### config.mk
export PLATFORM = sky130hd
export DESIGN_NAME = plc_socket_device_flat
export DESIGN_NICKNAME = d
export VERILOG_FILES = /design/src/core/plc_sock_pkg.sv /design/src/core/plc_cmd_if.sv /design/src/core/plc_socket_device.sv /design/src/flat_wrapper.sv
export SDC_FILE = /design/constraint.sdc
export NUM_CORES = 1
export LEC_CHECK = 0
export BUFFER_PORTS_ARGS = -buffer_cell sky130_fd_sc_hd__buf_2
export CORE_MARGIN = 10
export CORE_UTILIZATION = 55
export DETAILED_ROUTE_END_ITERATION = 8
export GPL_TIMING_DRIVEN = 0
export PLACE_DENSITY = 0.82
export SLEW_MARGIN = 20
export SYNTH_ARGS = -nofsm -noshare
export SYNTH_HDL_FRONTEND = slang
export SYNTH_SLANG_ARGS = --single-unit
### constraint.sdc
create_clock -name clk_sys -period 5.4 [get_ports clk_sys]
set_input_delay 0.54 -clock clk_sys [delete_from_list [all_inputs] [get_ports clk_sys]]
set_output_delay 0.54 -clock clk_sys [all_outputs]
set_load 0.005 [all_outputs]
### src/core/plc_sock_pkg.sv
`default_nettype none
package plc_sock_pkg;
   localparam int WORD_W = 16;
   localparam int BLOCK_WORDS = 16;
   localparam int MAX_CLIENTS = 8;
   localparam int SER_PORTS = 2;
   // command block word positions
   localparam logic [3:0] W_ERR = 4'h0;
   localparam logic [3:0] W_CODE = 4'h1;
   localparam logic [3:0] W_CONN = 4'h2;
   localparam logic [3:0] W_HANDLER = 4'h3;
   localparam logic [3:0] W_OPT = 4'h4;
   localparam logic [3:0] W_SERVICE = 4'h5;
   localparam logic [3:0] W_ADDR_HI = 4'h6;
   localparam logic [3:0] W_ADDR_LO = 4'h7;
   localparam logic [3:0] W_PORT = 4'h9;
   localparam logic [3:0] W_XFER_ADDR_HI = 4'hA;
   localparam logic [3:0] W_XFER_ADDR_LO = 4'hB;
   localparam logic [3:0] W_XFER_PORT = 4'hC;
   // command codes and fixed values
   localparam logic [15:0] CODE_CREATE = 16'h0003;
   localparam logic [15:0] CODE_WRITE_REMOTE = 16'h0201;
   localparam logic [15:0] CODE_READ_REMOTE = 16'h0202;
   localparam logic [15:0] CONN_FIRST = 16'h4B15; // 19221
   localparam logic [15:0] CONN_LAST = 16'h4B1C; // 19228
   localparam logic [15:0] HANDLER_ID = 16'h0024;
   localparam logic [15:0] SVC_TCP = 16'h0001;
   localparam logic [15:0] SVC_UDP = 16'h0002;
   localparam int OPT_PRIO_BIT = 0;
   localparam int OPT_ADDR_LOC_BIT = 1;
   localparam logic [31:0] ADDR_MIN_BAD = 32'h0000_0000;
   localparam logic [31:0] ADDR_MAX = 32'hDFFF_FFFF;
   localparam logic [15:0] PORT_PEER = 16'h05E1; // 1505
   // error words
   localparam logic [15:0] ERR_NONE = 16'h0000;
   localparam logic [15:0] ERR_BAD_CODE = 16'h0001;
   localparam logic [15:0] ERR_BAD_CONN = 16'h0002;
   localparam logic [15:0] ERR_CONN_IN_USE = 16'h0003;
   localparam logic [15:0] ERR_BAD_HANDLER = 16'h0004;
   localparam logic [15:0] ERR_BAD_SERVICE = 16'h0005;
   localparam logic [15:0] ERR_OPT_CONFLICT = 16'h0006;
   localparam logic [15:0] ERR_BAD_ADDR = 16'h0007;
   localparam logic [15:0] ERR_BAD_PORT = 16'h0008;
   localparam logic [15:0] ERR_CONNECT_FAIL = 16'h0009;
   localparam logic [15:0] ERR_NOT_CONNECTED = 16'h240A;
   localparam logic [15:0] ERR_NOT_ACTIVE = 16'h00A6;
   // timing
   localparam int CLK_HZ = 10_000_000;
   localparam int BLINK_HZ = 2;
   localparam int BLINK_HALF_CYC = CLK_HZ / (2 * BLINK_HZ);
   localparam int LED_STRETCH_US = 5000;
   localparam int LED_STRETCH_CYC = (LED_STRETCH_US * (CLK_HZ / 1_000_000));
endpackage : plc_sock_pkg
`default_nettype wire

### src/core/plc_cmd_if.sv
`timescale 1ns/100ps
`default_nettype none
interface plc_cmd_if;
   logic trigger;
   logic mode;
   logic busy;
   logic wrEn;
   logic [3:0] addr;
   logic [15:0] wdata;
   logic [15:0] rdata;
   modport device (input trigger, mode, wrEn, addr, wdata, output busy, rdata);
   modport host (output trigger, mode, wrEn, addr, wdata, input busy, rdata);
endinterface : plc_cmd_if
`default_nettype wire

### src/core/plc_socket_device.sv
// Notes on behaviour
// - blink active indicator 2 Hz until parameters load
// - pulse receive indicator on any carrier
// - pulse transmit indicator on any sent frame
// - link indicator on link pulses, else AUI
// - flash collision indicator on each collision
// - light polarity indicator and correct polarity
// - serial port indicators follow receive and transmit
// - redirected port forwards commands, returns responses
// - reset cancels all serial redirection
// - word0 cleared, code 03 creates, word0 reports
// - connection number 19221..19228, unique while open
// - eight client connections open at once
// - word 3 must hold handler 36
// - service 1 connects TCP, 2 stores UDP
// - address-location bit takes address from transfer block
// - TCP with address-location bit is rejected
// - address and port always required at create
// - priority bit schedules client before all else
// - reject address zero or above DFFFFFFF
// - lost TCP gives 240A, closes, then 00A6
// - host puts address words 6-7, port 9
// - host zeroes words 8 and 13-15, and words 10-12 on create
// - trigger and mode with busy handshake
`timescale 1ns/100ps
`default_nettype none
module plc_socket_device
   import plc_sock_pkg::*;
#(
   parameter int BLINK_CYC = plc_sock_pkg::BLINK_HALF_CYC,
   parameter int STRETCH_CYC = plc_sock_pkg::LED_STRETCH_CYC,
   parameter int NPORT = plc_sock_pkg::SER_PORTS
)(
   input wire logic clk_sys,
   input wire logic nrst,
   plc_cmd_if.device cmd,
   input wire logic postDone,
   input wire logic paramsLoaded,
   output logic activeIndicator,
   input wire logic carrierSense,
   output logic receiveActivityIndicator,
   input wire logic txSending,
   output logic transmitActivityIndicator,
   input wire logic linkPulseSeen,
   output logic linkPulseIndicator,
   output logic auiIndicator,
   input wire logic collisionSeen,
   output logic collisionIndicator,
   input wire logic polarityReversed,
   output logic reversedPolarityIndicator,
   input wire logic rxBitRaw,
   output logic rxBitCorrected,
   input wire logic [NPORT-1:0] serRxActive,
   input wire logic [NPORT-1:0] serTxActive,
   output logic [NPORT-1:0] serRxIndicator,
   output logic [NPORT-1:0] serTxIndicator,
   input wire logic redirectWe,
   input wire logic [NPORT-1:0] redirectSel,
   input wire logic redirectOn,
   output logic [NPORT-1:0] redirected,
   input wire logic [NPORT-1:0] serCmdValid,
   output logic [NPORT-1:0] localCmdValid,
   output logic [NPORT-1:0] netFwdValid,
   input wire logic [NPORT-1:0] localRespValid,
   input wire logic [NPORT-1:0] netRespValid,
   output logic [NPORT-1:0] serRespValid,
   output logic tcpConnReq,
   output logic [2:0] tcpConnIdx,
   output logic [31:0] tcpConnAddr,
   output logic [15:0] tcpConnPort,
   input wire logic tcpConnDone,
   input wire logic tcpConnOk,
   input wire logic tcpLost,
   input wire logic [2:0] tcpLostIdx,
   output logic xferValid,
   output logic [2:0] xferIdx,
   output logic [31:0] xferAddr,
   output logic [15:0] xferPort,
   input wire logic [7:0] clientReady,
   input wire logic serverReady,
   output logic schedValid,
   output logic schedServer,
   output logic [2:0] schedClient,
   output logic [7:0] clientOpen
);
   import plc_sock_pkg::*;

   typedef enum logic [3:0] {
      IDLE = 4'b0001,
      EXEC = 4'b0010,
      CONNWAIT = 4'b0100,
      HOLD = 4'b1000
   } dev_state_e;

   function automatic logic addrValid(input logic [31:0] a);
      return (a != ADDR_MIN_BAD) && (a <= ADDR_MAX);
   endfunction : addrValid

   function automatic logic [2:0] firstSet(input logic [7:0] v);
      logic [2:0] r;
      r = 3'h0;
      for (int i = 7; i >= 0; i--)
         if (v[i]) r = 3'(i);
      return r;
   endfunction : firstSet

   dev_state_e state;
   logic [15:0] blk [BLOCK_WORDS];
   logic [7:0] connTcp, connLoc, connPrio, connLost;
   logic [31:0] connAddr [MAX_CLIENTS];
   logic [15:0] connPort [MAX_CLIENTS];
   logic closePending;
   logic [2:0] closeIdx;
   logic [31:0] blinkCnt;
   logic blinkTick;
   logic [15:0] stretch [3];
   logic [2:0] stretchIn;

   // ---- command block decode
   wire [15:0] code = blk[W_CODE];
   wire [15:0] conn = blk[W_CONN];
   wire [15:0] svc = blk[W_SERVICE];
   wire optLoc = blk[W_OPT][OPT_ADDR_LOC_BIT];
   wire optPrio = blk[W_OPT][OPT_PRIO_BIT];
   wire [2:0] idx = 3'(conn - CONN_FIRST);
   wire [31:0] blkAddr = {blk[W_ADDR_HI], blk[W_ADDR_LO]};
   wire [31:0] blkXAddr = {blk[W_XFER_ADDR_HI], blk[W_XFER_ADDR_LO]};
   wire isCreate = (code == CODE_CREATE);
   wire isXfer = (code == CODE_WRITE_REMOTE) || (code == CODE_READ_REMOTE);
   wire connInRange = (conn >= CONN_FIRST) && (conn <= CONN_LAST);
   wire isTcp = (svc == SVC_TCP);
   wire useXAddr = connLoc[idx] && !connTcp[idx];
   wire [15:0] createErr =
      (blk[W_HANDLER] != HANDLER_ID) ? ERR_BAD_HANDLER :
      !connInRange ? ERR_BAD_CONN :
      clientOpen[idx] ? ERR_CONN_IN_USE :
      (!isTcp && svc != SVC_UDP) ? ERR_BAD_SERVICE :
      (isTcp && optLoc) ? ERR_OPT_CONFLICT :
      !addrValid(blkAddr) ? ERR_BAD_ADDR :
      (blk[W_PORT] == 16'h0000) ? ERR_BAD_PORT : ERR_NONE;
   wire [15:0] xferErr =
      !connInRange ? ERR_BAD_CONN :
      connLost[idx] ? ERR_NOT_CONNECTED :
      !clientOpen[idx] ? ERR_NOT_ACTIVE :
      (connLoc[idx] && !addrValid(blkXAddr)) ? ERR_BAD_ADDR :
      (connLoc[idx] && blk[W_XFER_PORT] == 16'h0000) ? ERR_BAD_PORT : ERR_NONE;
   wire [15:0] execErr = isCreate ? createErr : isXfer ? xferErr : ERR_BAD_CODE;
   wire execOk = (state == EXEC) && (execErr == ERR_NONE);
   wire openNow = (execOk && isCreate && !isTcp) ||
                  (state == CONNWAIT && tcpConnDone && tcpConnOk);
   wire errWe = ((state == EXEC) && (execErr != ERR_NONE)) ||
                (state == CONNWAIT && tcpConnDone && !tcpConnOk);
   wire [15:0] errVal = (state == EXEC) ? execErr : ERR_CONNECT_FAIL;
   wire handDown = !cmd.trigger && !cmd.mode;
   wire closeNow = (state == HOLD) && handDown && closePending;

   assign cmd.busy = (state != IDLE);

   // ---- handshake sequencer
   always_ff @(posedge clk_sys)
   begin
      if (!nrst)
         state <= IDLE;
      else
         case (state)
            IDLE: if (cmd.trigger && cmd.mode) state <= EXEC;
            EXEC: state <= (execOk && isCreate && isTcp) ? CONNWAIT : HOLD;
            CONNWAIT: if (tcpConnDone) state <= HOLD;
            HOLD: if (handDown) state <= IDLE;
            default: state <= IDLE;
         endcase
   end

   // block words are writable only while idle; word 0 carries the result
   always_ff @(posedge clk_sys)
   begin
      if (cmd.wrEn && state == IDLE)
         blk[cmd.addr] <= cmd.wdata;
      else if (errWe)
         blk[W_ERR] <= errVal;
      cmd.rdata <= blk[cmd.addr];
   end

   // ---- connection table
   always_ff @(posedge clk_sys)
   begin
      if (!nrst)
      begin
         clientOpen <= 8'h00;
         connLost <= 8'h00;
         closePending <= 1'b0;
         closeIdx <= 3'h0;
      end
      else
      begin
         if (tcpLost && clientOpen[tcpLostIdx] && connTcp[tcpLostIdx])
            connLost[tcpLostIdx] <= 1'b1;
         if (closeNow)
         begin
            clientOpen[closeIdx] <= 1'b0;
            connLost[closeIdx] <= 1'b0;
         end
         if (openNow)
            clientOpen[idx] <= 1'b1;
         if (state == EXEC)
         begin
            closePending <= isXfer && connInRange && connLost[idx];
            closeIdx <= idx;
         end
      end
   end

   always_ff @(posedge clk_sys)
   begin
      if (execOk && isCreate)
      begin
         connTcp[idx] <= isTcp;
         connLoc[idx] <= optLoc;
         connPrio[idx] <= optPrio;
         connAddr[idx] <= blkAddr;
         connPort[idx] <= blk[W_PORT];
      end
   end

   // ---- transfer hand-off and connect request
   always_ff @(posedge clk_sys)
   begin
      if (!nrst)
      begin
         tcpConnReq <= 1'b0;
         tcpConnIdx <= 3'h0;
         tcpConnAddr <= 32'h0000_0000;
         tcpConnPort <= 16'h0000;
         xferValid <= 1'b0;
         xferIdx <= 3'h0;
         xferAddr <= 32'h0000_0000;
         xferPort <= 16'h0000;
      end
      else
      begin
         tcpConnReq <= execOk && isCreate && isTcp;
         xferValid <= execOk && isXfer;
         if (execOk)
         begin
            tcpConnIdx <= idx;
            tcpConnAddr <= blkAddr;
            tcpConnPort <= blk[W_PORT];
            xferIdx <= idx;
            xferAddr <= useXAddr ? blkXAddr : connAddr[idx];
            xferPort <= useXAddr ? blk[W_XFER_PORT] : connPort[idx];
         end
      end
   end

   // ---- scheduler: high-priority clients, then server, then normal clients
   wire [7:0] hiReady = clientReady & clientOpen & connPrio;
   wire [7:0] loReady = clientReady & clientOpen & ~connPrio;
   assign schedValid = (hiReady != 8'h00) || serverReady || (loReady != 8'h00);
   assign schedServer = (hiReady == 8'h00) && serverReady;
   assign schedClient = (hiReady != 8'h00) ? firstSet(hiReady) : firstSet(loReady);

   // ---- serial redirection, cleared by any reset
   always_ff @(posedge clk_sys)
   begin
      if (!nrst)
         redirected <= '0;
      else if (redirectWe)
         redirected <= redirectOn ? (redirected | redirectSel) : (redirected & ~redirectSel);
   end
   assign netFwdValid = serCmdValid & redirected;
   assign localCmdValid = serCmdValid & ~redirected;
   assign serRespValid = (netRespValid & redirected) | (localRespValid & ~redirected);

   // ---- indicators
   assign blinkTick = (blinkCnt == 32'(BLINK_CYC - 1));
   always_ff @(posedge clk_sys)
   begin
      if (!nrst)
      begin
         blinkCnt <= 32'h0000_0000;
         activeIndicator <= 1'b0;
      end
      else
      begin
         blinkCnt <= blinkTick ? 32'h0000_0000 : blinkCnt + 32'h0000_0001;
         if (!postDone)
            activeIndicator <= 1'b0;
         else if (paramsLoaded)
            activeIndicator <= 1'b1;
         else if (blinkTick)
            activeIndicator <= !activeIndicator;
      end
   end

   // short events are stretched so a single frame still shows
   assign stretchIn = {collisionSeen, txSending, carrierSense};
   for (genvar g = 0; g < 3; g++)
   begin : g_stretch
      always_ff @(posedge clk_sys)
      begin
         if (!nrst)
            stretch[g] <= 16'h0000;
         else if (stretchIn[g])
            stretch[g] <= 16'(STRETCH_CYC);
         else if (stretch[g] != 16'h0000)
            stretch[g] <= stretch[g] - 16'h0001;
      end
   end

   always_ff @(posedge clk_sys)
   begin
      if (!nrst)
      begin
         receiveActivityIndicator <= 1'b0;
         transmitActivityIndicator <= 1'b0;
         collisionIndicator <= 1'b0;
         linkPulseIndicator <= 1'b0;
         auiIndicator <= 1'b0;
         reversedPolarityIndicator <= 1'b0;
         serRxIndicator <= '0;
         serTxIndicator <= '0;
         rxBitCorrected <= 1'b0;
      end
      else
      begin
         receiveActivityIndicator <= stretch[0] != 16'h0000;
         transmitActivityIndicator <= stretch[1] != 16'h0000;
         collisionIndicator <= stretch[2] != 16'h0000;
         linkPulseIndicator <= linkPulseSeen;
         auiIndicator <= !linkPulseSeen;
         reversedPolarityIndicator <= polarityReversed;
         rxBitCorrected <= rxBitRaw ^ polarityReversed;
         serRxIndicator <= serRxActive;
         serTxIndicator <= serTxActive;
      end
   end
endmodule : plc_socket_device
`default_nettype wire

### src/flat_wrapper.sv
// flat-port wrapper written by rule: the top's interface ports become plain ports
module plc_socket_device_flat import plc_sock_pkg::*;
#(
   parameter int BLINK_CYC = plc_sock_pkg::BLINK_HALF_CYC,
   parameter int STRETCH_CYC = plc_sock_pkg::LED_STRETCH_CYC,
   parameter int NPORT = plc_sock_pkg::SER_PORTS
)
  (clk_sys, nrst, postDone, paramsLoaded, activeIndicator, carrierSense, receiveActivityIndicator, txSending, transmitActivityIndicator, linkPulseSeen, linkPulseIndicator, auiIndicator, collisionSeen, collisionIndicator, polarityReversed, reversedPolarityIndicator, rxBitRaw, rxBitCorrected, serRxActive, serTxActive, serRxIndicator, serTxIndicator, redirectWe, redirectSel, redirectOn, redirected, serCmdValid, localCmdValid, netFwdValid, localRespValid, netRespValid, serRespValid, tcpConnReq, tcpConnIdx, tcpConnAddr, tcpConnPort, tcpConnDone, tcpConnOk, tcpLost, tcpLostIdx, xferValid, xferIdx, xferAddr, xferPort, clientReady, serverReady, schedValid, schedServer, schedClient, clientOpen, cmd_trigger, cmd_mode, cmd_wrEn, cmd_addr, cmd_wdata, cmd_busy, cmd_rdata);
  plc_cmd_if cmd_i ();
  input wire logic clk_sys;
  input wire logic nrst;
  input wire logic postDone;
  input wire logic paramsLoaded;
  output logic activeIndicator;
  input wire logic carrierSense;
  output logic receiveActivityIndicator;
  input wire logic txSending;
  output logic transmitActivityIndicator;
  input wire logic linkPulseSeen;
  output logic linkPulseIndicator;
  output logic auiIndicator;
  input wire logic collisionSeen;
  output logic collisionIndicator;
  input wire logic polarityReversed;
  output logic reversedPolarityIndicator;
  input wire logic rxBitRaw;
  output logic rxBitCorrected;
  input wire logic [NPORT-1:0] serRxActive;
  input wire logic [NPORT-1:0] serTxActive;
  output logic [NPORT-1:0] serRxIndicator;
  output logic [NPORT-1:0] serTxIndicator;
  input wire logic redirectWe;
  input wire logic [NPORT-1:0] redirectSel;
  input wire logic redirectOn;
  output logic [NPORT-1:0] redirected;
  input wire logic [NPORT-1:0] serCmdValid;
  output logic [NPORT-1:0] localCmdValid;
  output logic [NPORT-1:0] netFwdValid;
  input wire logic [NPORT-1:0] localRespValid;
  input wire logic [NPORT-1:0] netRespValid;
  output logic [NPORT-1:0] serRespValid;
  output logic tcpConnReq;
  output logic [2:0] tcpConnIdx;
  output logic [31:0] tcpConnAddr;
  output logic [15:0] tcpConnPort;
  input wire logic tcpConnDone;
  input wire logic tcpConnOk;
  input wire logic tcpLost;
  input wire logic [2:0] tcpLostIdx;
  output logic xferValid;
  output logic [2:0] xferIdx;
  output logic [31:0] xferAddr;
  output logic [15:0] xferPort;
  input wire logic [7:0] clientReady;
  input wire logic serverReady;
  output logic schedValid;
  output logic schedServer;
  output logic [2:0] schedClient;
  output logic [7:0] clientOpen;
  input wire logic [$bits(cmd_i.trigger)-1:0] cmd_trigger;
  input wire logic [$bits(cmd_i.mode)-1:0] cmd_mode;
  input wire logic [$bits(cmd_i.wrEn)-1:0] cmd_wrEn;
  input wire logic [$bits(cmd_i.addr)-1:0] cmd_addr;
  input wire logic [$bits(cmd_i.wdata)-1:0] cmd_wdata;
  output wire logic [$bits(cmd_i.busy)-1:0] cmd_busy;
  output wire logic [$bits(cmd_i.rdata)-1:0] cmd_rdata;
  assign cmd_i.trigger = cmd_trigger;
  assign cmd_i.mode = cmd_mode;
  assign cmd_i.wrEn = cmd_wrEn;
  assign cmd_i.addr = cmd_addr;
  assign cmd_i.wdata = cmd_wdata;
  assign cmd_busy = cmd_i.busy;
  assign cmd_rdata = cmd_i.rdata;
  plc_socket_device #(.BLINK_CYC(BLINK_CYC), .STRETCH_CYC(STRETCH_CYC), .NPORT(NPORT)) u_core (.clk_sys(clk_sys), .nrst(nrst), .cmd(cmd_i), .postDone(postDone), .paramsLoaded(paramsLoaded), .activeIndicator(activeIndicator), .carrierSense(carrierSense), .receiveActivityIndicator(receiveActivityIndicator), .txSending(txSending), .transmitActivityIndicator(transmitActivityIndicator), .linkPulseSeen(linkPulseSeen), .linkPulseIndicator(linkPulseIndicator), .auiIndicator(auiIndicator), .collisionSeen(collisionSeen), .collisionIndicator(collisionIndicator), .polarityReversed(polarityReversed), .reversedPolarityIndicator(reversedPolarityIndicator), .rxBitRaw(rxBitRaw), .rxBitCorrected(rxBitCorrected), .serRxActive(serRxActive), .serTxActive(serTxActive), .serRxIndicator(serRxIndicator), .serTxIndicator(serTxIndicator), .redirectWe(redirectWe), .redirectSel(redirectSel), .redirectOn(redirectOn), .redirected(redirected), .serCmdValid(serCmdValid), .localCmdValid(localCmdValid), .netFwdValid(netFwdValid), .localRespValid(localRespValid), .netRespValid(netRespValid), .serRespValid(serRespValid), .tcpConnReq(tcpConnReq), .tcpConnIdx(tcpConnIdx), .tcpConnAddr(tcpConnAddr), .tcpConnPort(tcpConnPort), .tcpConnDone(tcpConnDone), .tcpConnOk(tcpConnOk), .tcpLost(tcpLost), .tcpLostIdx(tcpLostIdx), .xferValid(xferValid), .xferIdx(xferIdx), .xferAddr(xferAddr), .xferPort(xferPort), .clientReady(clientReady), .serverReady(serverReady), .schedValid(schedValid), .schedServer(schedServer), .schedClient(schedClient), .clientOpen(clientOpen));
endmodule
; ---- After elaboration in Yosys (flattened, before gate mapping)
; Memories as Yosys holds them, arrays and structs flattened. A register that Yosys moved wholly into a read port is not among the register bits.
; Index checks and enable logic that the tools add are counted.
[totals]
register_bits = 195
ramBits = 688
input_bits = 62
out_inout_bits = 154
n_memories = 4
[classes]
addsub = 5
magnitude_cmp = 10
n_eq_ne = 15
muxes = 107
n_bitwise = 26
n_reduce_logical = 60
[memory_table]
columns = name, words, word_bits, read_ports, rd_clocked_by_memory_dff, wr, line
row1 = u_core.blk, 16, 16, 12, 1, 1, plc_socket_device.sv:108  ; logic [15:0] blk [BLOCK_WORDS];
row2 = u_core.connAddr, 8, 32, 1, 0, 1, plc_socket_device.sv:110  ; logic [31:0] connAddr [MAX_CLIENTS];
row3 = u_core.connPort, 8, 16, 1, 0, 1, plc_socket_device.sv:111  ; logic [15:0] connPort [MAX_CLIENTS];
row4 = u_core.stretch, 3, 16, 3, 0, 3, plc_socket_device.sv:116  ; logic [15:0] stretch [3];
[op_table]
columns = operator, n
row1 = $mux 16, 21
row2 = $le 32x32->1 const B, 2
row3 = $reduce_bool 16->1, 4
row4 = $reduce_bool 32->1, 2
row5 = $mux 3, 17
row6 = $logic_not 16->1, 3
row7 = $mux 8, 6
row8 = $sub 16x1->16 const B, 3
row9 = $mux 1, 41
row10 = $and 8x8->8, 5
row11 = $add 32x1->32 const B, 1
row12 = $eq 16x10->1 const B, 2
row13 = $eq 32x22->1 const B, 1
row14 = $mux 32, 1
row15 = $logic_and 1x1->1, 30
row16 = $mux 4, 7
row17 = $bwmux 8, 3
row18 = $bmux 1 s3, 6
row19 = $eq 16x1->1 const B, 1
row20 = $eq 16x2->1 const B, 1
row21 = $ge 16x15->1 const B, 1
row22 = $le 16x15->1 const B, 1
row23 = $ne 16x2->1 const B, 1
row24 = $ne 16x6->1 const B, 1
row25 = other kinds (30), 62

; ---- Depth between registers and ports, before layout
; Gate-level depths: netlist (run 1).
; An unclocked memory read counts as a cell.
[depth]
depth_word = 20
ltp_mapped = 18
mapped_depth_nobuf = 10

; ---- Least setup slack after synthesis (run 1)
; Ideal clock, no wire load.
[synth_path]
kind = reg2reg
startpoint = memory u_core.blk[2][0]
endpoint = memory u_core.connAddr[5][0], enable pin
setup_time_ns = 0.414
arrival_ns = 4.604
slack_ns = 0.382
stages_incl_launch_ff = 14
path_buffers = 3
period_less_slack_ns = 5.018
cell_sequence = edfxtp_1 -> buf_6 -> buf_6 -> buf_6 -> inv_1 -> ha_1 -> xor2_2 -> mux4_2 -> nor4b_2 -> nand3_1 -> a21oi_1 -> or4_4 -> nor3_2 -> and3_1
[synth_rtl]
columns = element, line
row1 = from (decl), plc_socket_device.sv:108
row2 = to (decl), plc_socket_device.sv:110

==> flow_metrics.env, run 1 <==
export IMPL_vias=25600
export IMPL_start_kind="register"
export IMPL_coreArea_um2=64600
export IMPL_grt_pass1_vias=24951
export IMPL_grt_pass1_wl_mm=168
export IMPL_die_y_um=276
export IMPL_p_leak_nw=14.3
export IMPL_drtAntennaViolNets=0
export IMPL_cts_sinks=899
export IMPL_r2r_end="u_core.xferPort[6]"
export IMPL_grt_max_degree=43
export IMPL_ys_seq_area_frac=0.698
export IMPL_power_density_nw_per_um2=347
export IMPL_synth_compound_area_share=0.102
export IMPL_synthArstFlopShare=0
export IMPL_cap_violations=0
export IMPL_cts_buffer_depth=3
export IMPL_maxSlewHeadroom=0.232
export IMPL_tightest_slew_ns=1.12
export IMPL_required_ns=6.00
export IMPL_yosys_area_share_adder=0.00278
export IMPL_n_fill_cell=4371
export IMPL_ioPinCount=216
export IMPL_critPathMostFrequentCell="buf_6"
export IMPL_synth_top_area_share=0.594
export IMPL_fin_crit_ns=5.39
export IMPL_overflow=0
export IMPL_synth_simple_area_share=0.0860
export IMPL_reg2reg_slack_ns=0.01
export IMPL_synthesis_area_um2=36000
export IMPL_crit_type="reg -> reg"
export IMPL_max_vdd_ir_drop_uv=296
export IMPL_post_place_ws_ns=-0.447
export IMPL_rr_worst_depth=13
export IMPL_synthTopCellsByCount="edfxtp_1 (712), nand2_1 (216), a22oi_1 (194), dfxtp_1 (187), nor2_1 (151)"
export IMPL_synth_main_ff_cell="edfxtp_1"
export IMPL_htree_num_levels=3
export IMPL_cts_root_buf="clkbuf_16"
export IMPL_hold_viol_final=0
export IMPL_synth_area_leaders="edfxtp_1 (59%), dfxtp_1 (10%), mux4_2 (5.3%), a22oi_1 (4.0%), nand2_1 (2.3%)"
export IMPL_drcViolationCount=0
export IMPL_crit_fanout=10
export IMPL_syn_nets=2489
export IMPL_utilization=0.646
export IMPL_cts_hold_buf=0
export IMPL_status="finished clean"
export IMPL_port_buffers=211
export IMPL_wl_per_cell_um=31.9
export IMPL_synthCells=2419
export IMPL_vias_per_cell=6.95
export IMPL_hpwl_mm=79.5
export IMPL_post_cts_buffers=0
export IMPL_core_rowCount=93
export IMPL_dr_pass1_iters=7
export IMPL_holdPathStages=2
export IMPL_rr_startpoint="u_core.blk[2][0]"
export IMPL_clk_latency_ns=0.67
export IMPL_synth_top_family_by_area="compound AO/OA/AOI/OAI gates"
export IMPL_synthXorXnorAreaFrac=0.0177
export IMPL_finalSetupViolations=0
export IMPL_wl_mm=118
export IMPL_crit_slowest_cell="clkbuf_1"
export IMPL_syn2layout_area_growth_pct=15.9
export IMPL_synth_edf_count=712
export IMPL_clkTransAtPathRegs_ns=0.07
export IMPL_routabilityCongestion=1.03
export IMPL_dieArea_um2=76100
export IMPL_max_freq_mhz=186
export IMPL_synthMuxAreaShare=0.0736
export IMPL_cp_arrival_ns=5.98
export IMPL_ys_warn_count=0
export IMPL_synth_seq_cells=899
export IMPL_crit_path_max_incr_delay_ns=0.88
export IMPL_place_area_um2=38700
export IMPL_initial_core_util=0.557
export IMPL_finalCritPeriodShare=0.997
export IMPL_end_kind="register"
export IMPL_fin_area_um2=41700
export IMPL_fin_tns_setup_ns=0
export IMPL_drive_gt1_frac=0.194
export IMPL_yosysMostFrequentCell="edfxtp_1"
export IMPL_antenna_found_initial=7
export IMPL_cts_tree="yes"
export IMPL_maxSlewViolCount=0
export IMPL_fin_nets=2822
export IMPL_grtUsageTotal=0.304
export IMPL_syn_avg_cell_area_um2=14.9
export IMPL_path_cells="buf_6 > buf_6 > buf_6 > inv_1 > ha_2 > nand2b_1 > nor2_1 > clkbuf_1 > clkbuf_1 > a22oi_1 > a41o_1 > a2111oi_0 > a31o_1"
export IMPL_numCtsBuffers=85
export IMPL_yosysUniqueCellTypes=71
export IMPL_skew_ns=0.0326
export IMPL_holdPathEnd="u_core.auiIndicator"
export IMPL_fin_ws_ns=0.0148
export IMPL_min_from="linkPulseSeen"
export IMPL_holdCritPathClass="in -> reg"
export IMPL_yosysTopAreaCell="edfxtp_1"
export IMPL_timing_hold_ws_ns=0.0657
export IMPL_first_iter_violations=4427
export IMPL_grt_setup_unrepaired="no"
export IMPL_dieWidth_um=276
-- layout make-up --
class / count / area [um^2] / area share
antenna: 5 / 12.5 / 0.000300
buffer: 140 / 607 / 0.0146
clock buffer: 119 / 2440 / 0.0586
clock inverter: 38 / 392 / 0.00939
inverter: 25 / 97.6 / 0.00234
multi-input combinational: 1355 / 10500 / 0.251
sequential: 899 / 25100 / 0.602
tap: 855 / 1070 / 0.0257
timing repair buffer: 246 / 1500 / 0.0360
-- critical path: cells and delay by family (launching register included) --
family / cells / cell delay [ns]
AO/OA/AOI/OAI: 4 / 1.58
adder cells (fa/ha/maj): 1 / 0.48
buffers and inverters: 6 / 2.29
flip-flops: 1 / 0.38
AND/OR/NAND/NOR: 2 / 0.57
-- registers in the layout (all words and copies together), names as in the netlist, 4 cells and up, named ones only --
name                flops
u_core.blk            256
u_core.connAddr       256
u_core.connPort       128
u_core.stretch         48
u_core.blinkCnt        32
u_core.tcpConnAddr     32
u_core.xferAddr        32
u_core.cmd.rdata       16
u_core.tcpConnPort     16
u_core.xferPort        16
u_core.clientOpen       8
u_core.connLoc          8
u_core.connLost         8
u_core.connPrio         8
u_core.connTcp          8
u_core.state            4
-- power breakdown --
group	switching [mW]	internal, mW
clock	2.65	3.47
combinational	0.448	0.276
sequential	0.0858	7.53
-- how the worst max path moves through the flow --
stage                      from                      to  slack (ns)  cells after the start
2_1_floorplan  u_core.blk[2][0]   u_core.connAddr[5][0]        0.38                     13
3_3_place_gp   u_core.blk[2][0]  u_core.connAddr[7][12]       -1.48                     13
3_5_place_dp   u_core.blk[2][0]      u_core.xferPort[4]       -0.45                     16
4_1_cts        u_core.blk[2][0]     u_core.xferAddr[25]      -0.002                     16
5_1_grt        u_core.blk[2][0]     u_core.xferAddr[15]       0.003                     16
6_report       u_core.blk[2][0]      u_core.xferPort[6]        0.01                     13
-- logic make-up after synthesis --
logic type	count (synthesis)
flops	899
xor+xnor	72
fa+ha+maj	8
compound gates	478
mux	158
buf+inv	166
simple gates	638
-- layer usage --
layer | vias up | GRT usage | part of all wire
li1 | 10291 | - | -
met2 | 2327 | 0.476 | 0.46
met5 | - | 0 | 0.00065
met3 | 554 | 0.0981 | 0.14
met4 | 12 | 0.184 | 0.071
met1 | 12416 | 0.364 | 0.32
-- cells in the final DEF (no fill, tap or decap), drive strengths merged, types with 10 or more instances in the layout --
master,instances
clkinv,20
o21ai,40
xnor2,40
inv,30
a2111oi,49
or3,14
xor2,32
and3,21
nand3b,14
edfxtp,712
nor3b,13
nor2b,10
nand2,216
and2,11
mux2,13
nand4,21
nand2b,17
buf,274
mux2i,61
clkbuf,231
nor2,151
a31oi,15
o31ai,10
a31o,49
nor4,45
a22oi,194
a41o,48
mux4,84
nor3,34
a21oi,26
dfxtp,187
nand3,41
-- through the flow --
step,total power [mW],instances
floorplan,8.16,2419
global placement,8.39,3485
detailed placement,8.45,3519
CTS,14.4,3676
global route,14.8,3677
finish,14.5,3682
-- what timing repair did --
action / CTS / global route
gates cloned: 0 / 1
endpoints found under the hold margin: 0 / 0
gates resized for setup: 7 / 20
setup endpoints to repair: 36 / 549
pin swaps: 0 / 1
(Power assumes the default switching activity.)
==> inputs of run 2 (changes only) <==
CORE_ASPECT_RATIO = 0.7   (was not set)
==> run 2 against run 1 <==
The flow now finishes with violations (max-capacitance violations, negative setup slack). Cell area fell by 0.12%. Sequential share of layout area increased by 0.071 points. First-iteration DRC count is 3.0% lower. Global-route usage shrank 1.2 points. Wire length shrank 2.2%. Die area rose by 0.21%. Fmax down 1.7%. Worst hold slack got worse by 0.0014 ns. Clock skew increased by 0.0029 ns. Via count fell by 0.91%. Final cell count increased by 0.38%. Critical endpoint is now u_core.xferAddr[3]. Highest routed layer unchanged.
==> flow_metrics.env, run 2 (same netlist as run 1, synthesis figures left out) <==
export IMPL_cts_hold_buf=0
export IMPL_htree_num_levels=3
export IMPL_crit_type="reg -> reg"
export IMPL_tightest_slew_ns=1.42
export IMPL_hpwl_mm=79.0
export IMPL_dieWidth_um=326
export IMPL_fin_cells=3696
export IMPL_cts_sinks=899
export IMPL_holdPathEnd="u_core.auiIndicator"
export IMPL_grt_setup_unrepaired="no"
export IMPL_path_cells="buf_6 > buf_6 > buf_6 > inv_1 > ha_1 > clkbuf_1 > inv_1 > mux4_2 > nand2_1 > o31ai_1 > o41ai_1 > nand2_1 > buf_2 > a2111oi_0 > a31o_1"
export IMPL_cp_top_family="compound AO/OA/AOI/OAI gates"
export IMPL_worstSetupPathDepth=15
export IMPL_top_regs="u_core.blk x256, u_core.connAddr x256, u_core.connPort x128"
export IMPL_path_buf_inv=7
export IMPL_layout_common_cells="edfxtp_1 (712), buf_2 (218), nand2_1 (216), a22oi_1 (194), dfxtp_1 (187)"
export IMPL_routabilityCongestion=0.987
export IMPL_holdCritPathClass="in -> reg"
export IMPL_violations="max-capacitance violations, negative setup slack"
export IMPL_p_total_mw=14.4
export IMPL_grt_max_degree=42
export IMPL_cts_buffer_depth=3
export IMPL_max_vdd_ir_drop_uv=229
export IMPL_maxSlewViolCount=0
export IMPL_wl_per_cell_um=31.1
export IMPL_p_leak_nw=14.3
export IMPL_first_iter_violations=4295
export IMPL_wl_mm=115
export IMPL_mostFrequentLayoutCell="edfxtp_1"
export IMPL_syn2layout_area_growth_pct=15.7
export IMPL_start_kind="register"
export IMPL_rr_worst_depth=15
export IMPL_rr_startpoint="u_core.blk[2][0]"
export IMPL_dp_cells=3536
export IMPL_holdPathStages=2
export IMPL_clk_latency_ns=0.66
export IMPL_critPathMostFrequentCell="buf_6"
export IMPL_fin_nets=2812
export IMPL_fin_crit_ns=5.48
export IMPL_port_buffers=211
export IMPL_skew_ns=0.0356
export IMPL_required_ns=5.97
export IMPL_vias=25368
export IMPL_finalCritPeriodShare=1.01
export IMPL_antenna_found_initial=5
export IMPL_finalSetupViolations=3
export IMPL_ioPinCount=216
export IMPL_cp_arrival_ns=6.05
export IMPL_r2r_end="u_core.xferAddr[3]"
export IMPL_cts_root_buf="clkbuf_16"
export IMPL_n_fill_cell=4458
export IMPL_min_from="linkPulseSeen"
export IMPL_reg2reg_slack_ns=-0.08
export IMPL_crit_slowest_cell="a2111oi_0"
export IMPL_cts_tree="yes"
export IMPL_maxSlewHeadroom=0.0287
export IMPL_numCtsBuffers=84
export IMPL_drtAntennaViolNets=0
export IMPL_initial_core_util=0.555
export IMPL_crit_fanout=10
export IMPL_grt_pass1_vias=24304
export IMPL_power_density_nw_per_um2=345
export IMPL_max_freq_mhz=183
export IMPL_overflow=0
export IMPL_clkTransAtPathRegs_ns=0.07
export IMPL_drcViolationCount=0
export IMPL_post_place_ws_ns=-0.286
export IMPL_dr_pass1_iters=6
export IMPL_die_y_um=234
export IMPL_end_kind="register"
export IMPL_crit_path_max_incr_delay_ns=1.21
export IMPL_drive_gt1_frac=0.196
export IMPL_grtUsageTotal=0.292
export IMPL_dieArea_um2=76200
export IMPL_core_rowCount=78
export IMPL_vias_per_cell=6.86
export IMPL_fin_ws_ns=-0.0769
export IMPL_coreArea_um2=64800
export IMPL_utilization=0.643
export IMPL_hold_viol_final=0
export IMPL_cap_violations=1
export IMPL_status="complete, but fails checks"
export IMPL_grt_pass1_wl_mm=164
[run 2: cell types whose count changed in the layout (fill, tap and decap cells not counted), sizes merged]
cell      before  now
buf          274  266
clkinv        20   24
clkinvlp       7    3
bufinv         6    3
inv           30   33
and3          21   20
clkbuf       231  230
diode          5    4
[run 2: how the worst max path moves through the flow]
stage	from	to	slack (ns)
2_1_floorplan	u_core.blk[2][0]	u_core.connAddr[5][0]	0.38
3_3_place_gp	u_core.blk[2][0]	u_core.connAddr[5][29]	-1.52
3_5_place_dp	u_core.blk[2][0]	u_core.xferPort[14]	-0.29
4_1_cts	u_core.blk[2][0]	u_core.xferPort[14]	-0.02
5_1_grt	u_core.blk[2][0]	u_core.blk[1][12]	0.007
6_report	u_core.blk[2][0]	u_core.xferAddr[3]	-0.08
[run 2: worst reg2reg max path, stage by stage, from the launching register on]
cell and delay (ns):
edfxtp_1 0.41, buf_6 0.15, buf_6 0.17, buf_6 0.18, inv_1 0.10, ha_1 0.30, clkbuf_1 0.20, inv_1 0.30
mux4_2 0.67, nand2_1 0.11, o31ai_1 0.16, o41ai_1 0.50, nand2_1 0.36, buf_2 0.38, a2111oi_0 1.21, a31o_1 0.20
[run 2: cell type report]
class	instances	area, um^2	area share
clock buffer	118	2480	0.0596
timing repair buffer	238	1460	0.0351
buffer	140	609	0.0146
inverter	25	93.8	0.00225
clock inverter	38	315	0.00757
multi-input combinational	1354	10500	0.251
tap	880	1100	0.0264
antenna	4	10.0	0.000240
sequential	899	25100	0.603
[run 2: repair_timing]
| action | in CTS | in global routing |
|---|---|---|
| resized for setup | 7 | 18 |
| setup endpoints to repair | 33 | 515 |
| pin swaps | 0 | 1 |
| setup buffers | 0 | 1 |
[run 2: where the power goes]
part,internal [mW],switching [mW],total [mW]
registers,7.53,0.0827,7.61
logic,0.275,0.435,0.710
clock network,3.38,2.68,6.06
[run 2: metal layers]
metal,GRT usage,routed length [um]
met1,0.372,40500
met4,0.130,5590
met3,0.122,18500
met5,0,32
met2,0.435,50300
[run 2: stage by stage]
step	TNS (ns)	hold WS (ns)	area (um^2)
finish	-0.121	0.0642	41700
global placement	-787.20	0.443	38100
CTS	-0.0195	0.0421	41500
global route	0	0.0502	41600
detailed placement	-3.15	0.451	38700
floorplan	0	0.430	36000
